$ cat config.mk
export PLATFORM = sky130hd
export DESIGN_NAME = adcs_top
export DESIGN_NICKNAME = d
export VERILOG_FILES = /design/src/rtl/adcs_pkg.sv /design/src/rtl/adcs_top.sv /design/src/rtl/adcs_sync.sv /design/src/rtl/adcs_result_reg.sv
export SDC_FILE = /design/constraint.sdc
export NUM_CORES = 1
export LEC_CHECK = 0
export ABC_AREA = 1
export BUFFER_PORTS_ARGS = -buffer_cell sky130_fd_sc_hd__buf_4
export CAP_MARGIN = 20
export CORE_MARGIN = 5
export CORE_UTILIZATION = 44
export CTS_CLUSTER_DIAMETER = 40
export DETAILED_ROUTE_END_ITERATION = 12
export SLEW_MARGIN = 25
export SYNTH_ARGS = -nofsm -noshare
export SYNTH_HDL_FRONTEND = slang
export SYNTH_HIERARCHICAL = 1
export SYNTH_SLANG_ARGS = --single-unit
$ cat constraint.sdc
create_clock -name core_clk_i -period 1.9 [get_ports core_clk_i]
set_clock_uncertainty 0.05 [all_clocks]
set_input_delay 0.38 -clock core_clk_i [delete_from_list [all_inputs] [get_ports core_clk_i]]
set_output_delay 0.38 -clock core_clk_i [all_outputs]
set_load 0.02 [all_outputs]
$ cat src/rtl/adcs_pkg.sv
package adcs_pkg;
    // Register offsets (low 20 bits of the CPU address)
    localparam logic [19:0] ADDR_RESULT_A_HIGH = 20'hFFFE0;
    localparam logic [19:0] ADDR_RESULT_A_LOW  = 20'hFFFE1;
    localparam logic [19:0] ADDR_RESULT_B_HIGH = 20'hFFFE2;
    localparam logic [19:0] ADDR_RESULT_B_LOW  = 20'hFFFE3;
    localparam logic [19:0] ADDR_RESULT_C_HIGH = 20'hFFFE4;
    localparam logic [19:0] ADDR_RESULT_C_LOW  = 20'hFFFE5;
    localparam logic [19:0] ADDR_RESULT_D_HIGH = 20'hFFFE6;
    localparam logic [19:0] ADDR_RESULT_D_LOW  = 20'hFFFE7;
    localparam logic [19:0] ADDR_CONV_CTRL     = 20'hFFFE8;
    localparam logic [19:0] ADDR_TRIG_CTRL     = 20'hFFFE9;
    localparam logic [19:0] ADDR_RESULT_BASE   = 20'hFFFE0;
    localparam logic [19:0] ADDR_RESULT_MASK   = 20'hFFFF8;

    // Control/status fields
    localparam int BIT_END_FLAG    = 7;
    localparam int BIT_IRQ_ENABLE  = 6;
    localparam int BIT_START       = 5;
    localparam int BIT_SCAN        = 4;
    localparam int BIT_TIME_SELECT = 3;
    localparam int BIT_GROUP       = 2;
    localparam int BIT_TRIG_ENABLE = 7;
    localparam int BIT_TRIG_SPARE  = 0;

    localparam logic [7:0] CONV_CTRL_RESET   = 8'h00;
    localparam logic [7:0] TRIG_CTRL_RESET   = 8'h7E;
    localparam logic [7:0] TRIG_CTRL_ONES    = 8'h7E;
    localparam logic [15:0] RESULT_RESET     = 16'h0000;

    // Conversion times in states (system clock cycles)
    localparam int CONV_STATES_SLOW = 134;
    localparam int CONV_STATES_FAST = 70;
    localparam real CLK_PERIOD_NS   = 5.0;

    localparam int RESULT_BITS  = 10;
    localparam int NUM_RESULTS  = 4;

    typedef enum logic [1:0] {
        ADCS_IDLE  = 2'b00,
        ADCS_START = 2'b01,
        ADCS_WAIT  = 2'b10
    } adcs_state_t;
endpackage

$ cat src/rtl/adcs_top.sv
`timescale 1ns/1ps
// What this block does
// - Result high byte upper eight, low byte two
// - Result bits five to zero read zero
// - Inputs n and n+4 share a register
// - Result registers cleared on reset, standby
// - High byte direct, low byte via holding
// - Control/status clears on reset and standby
// - End flag set at single or scan end
// - End flag cleared by zero after read
// - Bit six enables end interrupt
// - Start set by software, pin, timer
// - Start holds while busy, single clears it
// - Scan cycles until start cleared
// - Bit four selects single or scan
// - Bit three selects 134 or 70 states
// - Channel bits pick group and index
// - Dedicated external trigger input pin
// - Pin and timer starts need trigger enable
// - Interrupt while end flag and enable set
// - High-byte read loads holding register
// - Scan starts first, advances, wraps
module adcs_top (
    // Clock, reset, standby
    input  wire logic        core_clk_i,
    input  wire logic        srst_i,
    input  wire logic        standby_i,
    // CPU 8-bit register port
    input  wire logic [19:0] cpu_addr_i,
    input  wire logic        cpu_rd_i,
    input  wire logic        cpu_wr_i,
    input  wire logic [7:0]  cpu_wdata_i,
    output logic [7:0]       cpu_rdata_o,
    // Start sources
    input  wire logic        ext_trigger_pin_i,
    input  wire logic        timer_match_i,
    // Analog core handshake
    output logic             core_start_o,
    output logic [2:0]       core_channel_o,
    output logic             core_fast_o,
    input  wire logic        core_done_i,
    input  wire logic [9:0]  core_result_i,
    // Interrupt request
    output logic             conv_end_irq_o
);
    import adcs_pkg::*;

    logic              conv_end_flag;
    logic              end_irq_enable;
    logic              conv_start_bit;
    logic              scan_mode;
    logic              conv_time_select;
    logic [2:0]        channel_sel;
    logic              trigger_enable;
    logic              trig_spare;
    logic              flag_seen_one;
    logic [7:0]        holding_low;
    logic [1:0]        scan_index;
    adcs_state_t       state;
    logic              trig_fall;
    logic [3:0]        load_vec;
    logic [15:0]       result_val [NUM_RESULTS];
    logic              hw_start;
    logic              last_channel;
    logic              conv_done;
    logic              ctrl_wr;
    logic              ctrl_rd;
    logic [7:0]        ctrl_rdata;
    logic [7:0]        trig_rdata;
    logic [1:0]        active_index;
    logic [7:0]        next_rdata;

    adcs_sync u_trig_sync (
        .core_clk_i (core_clk_i),
        .srst_i     (srst_i),
        .async_i    (ext_trigger_pin_i),
        .fall_o     (trig_fall)
    );

    genvar g;
    generate
        for (g = 0; g < NUM_RESULTS; g++) begin : gen_result
            adcs_result_reg u_result (
                .core_clk_i (core_clk_i),
                .srst_i     (srst_i),
                .standby_i  (standby_i),
                .load_i     (load_vec[g]),
                .data_i     (core_result_i),
                .value_o    (result_val[g])
            );
        end
    endgenerate

    assign ctrl_wr = cpu_wr_i && (cpu_addr_i == ADDR_CONV_CTRL);
    assign ctrl_rd = cpu_rd_i && (cpu_addr_i == ADDR_CONV_CTRL);
    assign hw_start = trigger_enable && (trig_fall || timer_match_i);
    assign conv_done = (state == ADCS_WAIT) && core_done_i;
    // Single mode converts the indexed input; scan runs from index 0 upward
    assign active_index = scan_mode ? scan_index : channel_sel[1:0];
    assign last_channel = !scan_mode || (scan_index == channel_sel[1:0]);

    always_comb begin
        load_vec = 4'h0;
        if (conv_done) begin
            load_vec[active_index] = 1'b1;
        end
    end

    // Software clear only after the flag was observed as one
    always_ff @(posedge core_clk_i) begin
        if (srst_i || standby_i) begin
            flag_seen_one <= 1'b0;
        end else if (ctrl_rd && conv_end_flag) begin
            flag_seen_one <= 1'b1;
        end else if (ctrl_wr && !cpu_wdata_i[BIT_END_FLAG]) begin
            flag_seen_one <= 1'b0;
        end
    end

    // End flag: a hardware set in the same cycle as a clear wins
    always_ff @(posedge core_clk_i) begin
        if (srst_i || standby_i) begin
            conv_end_flag <= CONV_CTRL_RESET[BIT_END_FLAG];
        end else if (conv_done && last_channel) begin
            conv_end_flag <= 1'b1;
        end else if (ctrl_wr && !cpu_wdata_i[BIT_END_FLAG] && flag_seen_one) begin
            conv_end_flag <= 1'b0;
        end
    end

    always_ff @(posedge core_clk_i) begin
        if (srst_i || standby_i) begin
            end_irq_enable   <= CONV_CTRL_RESET[BIT_IRQ_ENABLE];
            scan_mode        <= CONV_CTRL_RESET[BIT_SCAN];
            conv_time_select <= CONV_CTRL_RESET[BIT_TIME_SELECT];
            channel_sel      <= CONV_CTRL_RESET[2:0];
        end else if (ctrl_wr) begin
            end_irq_enable   <= cpu_wdata_i[BIT_IRQ_ENABLE];
            scan_mode        <= cpu_wdata_i[BIT_SCAN];
            conv_time_select <= cpu_wdata_i[BIT_TIME_SELECT];
            channel_sel      <= cpu_wdata_i[2:0];
        end
    end

    // Start bit: software write, trigger sources, auto clear in single mode
    always_ff @(posedge core_clk_i) begin
        if (srst_i || standby_i) begin
            conv_start_bit <= CONV_CTRL_RESET[BIT_START];
        end else if (hw_start) begin
            conv_start_bit <= 1'b1;
        end else if (ctrl_wr) begin
            conv_start_bit <= cpu_wdata_i[BIT_START];
        end else if (conv_done && !scan_mode) begin
            conv_start_bit <= 1'b0;
        end
    end

    always_ff @(posedge core_clk_i) begin
        if (srst_i || standby_i) begin
            trigger_enable <= TRIG_CTRL_RESET[BIT_TRIG_ENABLE];
            trig_spare     <= TRIG_CTRL_RESET[BIT_TRIG_SPARE];
        end else if (cpu_wr_i && (cpu_addr_i == ADDR_TRIG_CTRL)) begin
            trigger_enable <= cpu_wdata_i[BIT_TRIG_ENABLE];
            trig_spare     <= cpu_wdata_i[BIT_TRIG_SPARE];
        end
    end

    // Sequencer: relies on software halting before reconfiguring
    always_ff @(posedge core_clk_i) begin
        if (srst_i || standby_i || !conv_start_bit) begin
            state      <= ADCS_IDLE;
            scan_index <= 2'b00;
        end else begin
            case (state)
                ADCS_IDLE: begin
                    state <= ADCS_START;
                end
                ADCS_START: begin
                    state <= ADCS_WAIT;
                end
                ADCS_WAIT: begin
                    if (core_done_i) begin
                        if (!scan_mode) begin
                            state <= ADCS_IDLE;
                        end else begin
                            state <= ADCS_START;
                            scan_index <= last_channel ? 2'b00 : scan_index + 2'b01;
                        end
                    end
                end
                default: begin
                    state <= ADCS_IDLE;
                end
            endcase
        end
    end

    // Core strobe and channel, registered
    always_ff @(posedge core_clk_i) begin
        if (srst_i || standby_i) begin
            core_start_o   <= 1'b0;
            core_channel_o <= 3'h0;
            core_fast_o    <= 1'b0;
        end else begin
            core_start_o   <= (state == ADCS_START) && conv_start_bit;
            core_channel_o <= {channel_sel[BIT_GROUP], active_index};
            core_fast_o    <= conv_time_select;
        end
    end

    always_ff @(posedge core_clk_i) begin
        if (srst_i || standby_i) begin
            conv_end_irq_o <= 1'b0;
        end else begin
            conv_end_irq_o <= conv_end_flag && end_irq_enable;
        end
    end

    // Holding register loaded by the high-byte read
    always_ff @(posedge core_clk_i) begin
        if (srst_i || standby_i) begin
            holding_low <= 8'h00;
        end else if (cpu_rd_i && ((cpu_addr_i & ADDR_RESULT_MASK) == ADDR_RESULT_BASE)
                     && !cpu_addr_i[0]) begin
            holding_low <= result_val[cpu_addr_i[2:1]][7:0];
        end
    end

    assign ctrl_rdata = {conv_end_flag, end_irq_enable, conv_start_bit, scan_mode,
                         conv_time_select, channel_sel};
    assign trig_rdata = {trigger_enable, TRIG_CTRL_ONES[6:1], trig_spare};

    always_comb begin
        next_rdata = 8'h00;
        if ((cpu_addr_i & ADDR_RESULT_MASK) == ADDR_RESULT_BASE) begin
            if (!cpu_addr_i[0]) begin
                next_rdata = result_val[cpu_addr_i[2:1]][15:8];
            end else begin
                next_rdata = holding_low;
            end
        end else if (cpu_addr_i == ADDR_CONV_CTRL) begin
            next_rdata = ctrl_rdata;
        end else if (cpu_addr_i == ADDR_TRIG_CTRL) begin
            next_rdata = trig_rdata;
        end
    end

    // Read data appears the cycle after the strobe
    always_ff @(posedge core_clk_i) begin
        if (srst_i) begin
            cpu_rdata_o <= 8'h00;
        end else if (cpu_rd_i) begin
            cpu_rdata_o <= next_rdata;
        end
    end
endmodule

$ cat src/rtl/adcs_sync.sv
`timescale 1ns/1ps
// Two-stage synchroniser with falling-edge detect after the second stage
module adcs_sync (
    // Clock and reset
    input  wire logic core_clk_i,
    input  wire logic srst_i,
    // Pin side
    input  wire logic async_i,
    // Synchronous side
    output logic      fall_o
);
    logic meta;
    logic sync;
    logic sync_d;

    always_ff @(posedge core_clk_i) begin
        if (srst_i) begin
            meta   <= 1'b1;
            sync   <= 1'b1;
            sync_d <= 1'b1;
        end else begin
            meta   <= async_i;
            sync   <= meta;
            sync_d <= sync;
        end
    end

    always_ff @(posedge core_clk_i) begin
        if (srst_i) begin
            fall_o <= 1'b0;
        end else begin
            fall_o <= sync_d & ~sync;
        end
    end
endmodule

$ cat src/rtl/adcs_result_reg.sv
`timescale 1ns/1ps
// One 16-bit result register, left justified, low six bits zero
module adcs_result_reg (
    // Clock and reset
    input  wire logic       core_clk_i,
    input  wire logic       srst_i,
    input  wire logic       standby_i,
    // Load port
    input  wire logic       load_i,
    input  wire logic [9:0] data_i,
    // Contents
    output logic [15:0]     value_o
);
    import adcs_pkg::*;

    always_ff @(posedge core_clk_i) begin
        if (srst_i || standby_i) begin
            value_o <= RESULT_RESET;
        end else if (load_i) begin
            value_o <= {data_i, 6'h00};
        end
    end
endmodule

==> summary.txt <==
Status
  • Status: finished clean

Drt
  • Vias per cell: 4.58
  • Residual DRC: 0
  • WL per Instance: 12.2 µm
  • Vias: 3923
  • First-pass detailed-route iteration total: 4
  • Final wirelength: between 10 and 15 mm
  • Final ANT Viol Nets: 0
  • Detailed router's first-iteration violation count: 252

Global routing
  • GR Overflow Total: 0
  • Largest net degree at the start of global routing: 33
  • Number of global-route vias before repair: between 3000 and 4000
  • Initial antenna violation count: 0
  • Global-route wire length before repair: 17.0 mm
  • GRT Total Usage: 18.3%

Floorplan
  • Die Ht: 109 µm
  • Core area: between 9000 and 10000 µm²
  • I/O pin count: 60
  • Die ar.: 11900 µm²
  • Row count: 36
  • Die width: 109 µm
  • Initial Utilization: 44.7%

Clock network
  • CTS resizes: 0
  • Hold_buf cts: 0
  • Post-CTS Setup Inserts: 0
  • Worst-path clk slew: 80 ps
  • Longest Clk Path Bufs: 2
  • TritonCTS clock tree: done
  • Clock Latency Late Sink: 360 ps
  • Root Buffer: clkbuf_8
  • Clk sinks: 81
  • H-tree levels: 3
  • CTS Buf Count: 9

Yosys
  • Syn Inst Count: 661
  • Distinct cell type count after synthesis: 39
  • Synthesis Warnings: 6
  • Post-synthesis register bit count: 81
  • Post-Syn Area: between 4000 and 5000 µm²
  • Seq/Total Area, Yosys: 37.7%
  • Synth Area per Inst: 6.52 µm²

STA
  • Endpoints failing setup: 0
  • Fin crit period: 1750 ps
  • Number of slew-limit violations in the final report: 0
  • WHS: 152 ps
  • RSZ-0062 raised after global routing: false
  • Setup tns final: 0 ps
  • Fmax achieved: approximately 570 MHz
  • Hold Violations, Final: 0
  • Period utilization: 92.0%

Run
  • Max Cap Violations: 0

Final layout
  • Fillcell total: 1020
  • Nets: around 760
  • Layout cell share with drive strength beyond 1: 17.0%
  • Area delta synth->final: 17.6%
  • Antenna Cells: 0

Power and ir drop
  • Part of the power in the clock network: 40.0%
  • Flop pwr share: 49.7%
  • Maximum vdd drop: between 0.3 and 0.4 mV
  • Switch Pwr: about 0.00085 W
  • Power Density: 680 nW/µm²
  • Internal Pwr Total: 0.00259 W
  • Pleak: 2.23 nW
  • Comb power frac: 10.2%
  • Sw Share: 24.8%

Placed design
  • DPL Wire Length: 7.70 mm
  • Number of port buffers: 59
  • Final GP Congestion: ~0.84

Setup path
  • R2R cell count: 9
  • Reg2reg start: state[1]
  • Critical path type: reg -> reg
  • Crit. End Element: register
  • Critical path launch point type: register
  • Crit Path Max Fanout: 20
  • CP Data Required Time: about 2100 ps
  • CP arrival: 1950 ps
  • R2R Setup Slk: roughly 150 ps
  • R2R Path End: gen_result[0].u_result/value_o[8]

Worst hold path
  • Hold Path Stages: 2
  • Hold Path Class: in -> reg
  • Worst hold path endpoint: u_trig_sync/meta
  • Beginning of the worst hold path: ext_trigger_pin_i
area by class of cell:
class                           count  area (µm²)  share of cell area (%)
Inverter                           77         297                    5.85
Tap cell                          133         166                    3.28
Multi-Input combinational cell    477        2180                    43.0
Timing Repair Buffer               72         591                    11.7
Clock buffer                       11         131                    2.59
Clock inverter                      5        80.1                    1.58
Sequential cell                    81        1620                    32.0
power by group through the flow:
stage               combinational, W  sequential [W]  clock (W)
CTS                         0.000355         0.00171    0.00141
detailed placement          0.000354         0.00175          0
finish                      0.000353         0.00171    0.00138
global placement            0.000348         0.00175          0
floorplan                   0.000214         0.00176          0
global route                0.000395         0.00171    0.00147
sequential cells by signal (all words and copies together), names as in the netlist, 2 cells and up:
register	flops
scan_index	2
holding_low	8
core_channel_o	3
state	2
channel_sel	3
gen_result.u_result/value_o	40
cpu_rdata_o	8
stage by stage:
step	total power (W)	worst slack [ps]	utilization [%]	cell area, µm²	instances
floorplan	0.00198	279	-	4380	681
global placement	0.00210	213	50.4	4850	840
detailed placement	0.00211	179	50.4	4850	840
CTS	0.00348	165	52.6	5070	856
global route	0.00358	48.7	52.6	5070	856
finish	0.00344	152	52.6	5070	856
Yosys cell counts, drive strengths merged:
cell type,n,area share (%)
nand2,174,16
and3,1,0.15
xor2,1,0.20
dfxtp,81,38
o22ai,8,1.2
clkbuf,5,0.46
nand3,16,2.3
o21ai,54,6.4
nor2,161,16
nand4,4,0.93
buf,41,6.6
conb,4,0.35
xnor2,1,0.20
a2111oi,1,0.23
nor3,7,0.93
nor3b,1,0.29
clkinv,1,0.20
inv,76,6.7
o211ai,8,1.4
a21oi,11,1.5
or2,5,0.73
routing by layer:
metal	vias to the layer above	wire [µm]	share of wire, %	global-route usage [%]
li1	2091	-	-	-
met1	1716	5010	48	24.4
met2	92	4590	44	29.0
met3	24	559	5.4	2.72
met4	0	286	2.7	8.66
met5	-	0	0	0
kinds of logic (layout without fill, tap and decap cells):
logic type | Yosys count | in the layout | share of synthesized area [%]
other cells | 4 | 24 | 0.349
simple gates | 369 | 369 | 37.0
xor+xnor | 2 | 2 | 0.407
flops | 81 | 81 | 37.7
compound gates | 82 | 82 | 10.7
buf+inv | 123 | 165 | 13.9
critical path, stage by stage, from the launching register on:
cell and delay (ps):
dfxtp_1 330, inv_1 50, or2_2 280, nor2_2 170, inv_1 160, nor3_2 260, buf_12 190, nand2_1 70
nand2_1 60, nor2_1 40
worst max-delay path by stage:
stage / startpoint / end / slack (ps) / cells after the start
final: state[1] / gen_result[0].u_result/value_o[8] / 150 / 9
after global routing: state[1] / gen_result[0].u_result/value_o[6] / 50 / 9
after CTS: state[1] / gen_result[0].u_result/value_o[8] / 170 / 9
after detailed placement: state[1] / gen_result[0].u_result/value_o[8] / 180 / 9
after global placement: state[1] / gen_result[0].u_result/value_o[7] / 210 / 9
after floorplan: scan_mode / gen_result[1].u_result/value_o[13] / 280 / 9
cell usage in the layout (no fill, tap or decap), types with 3 or more instances in the layout:
cell      count
a21oi_1       9
buf_12        4
buf_4        68
clkbuf_8      9
conb_1       24
dfxtp_1      81
inv_1        72
inv_2         3
nand2_1     168
nand2_2       4
nand3_1      14
nand4_1       3
nor2_1      150
nor2_4        8
nor3_2        5
o211ai_1      8
o21ai_0      40
o21ai_1      12
o22ai_1       8
or2_1         3
Note: power is estimated with default switching activity, not from simulation.
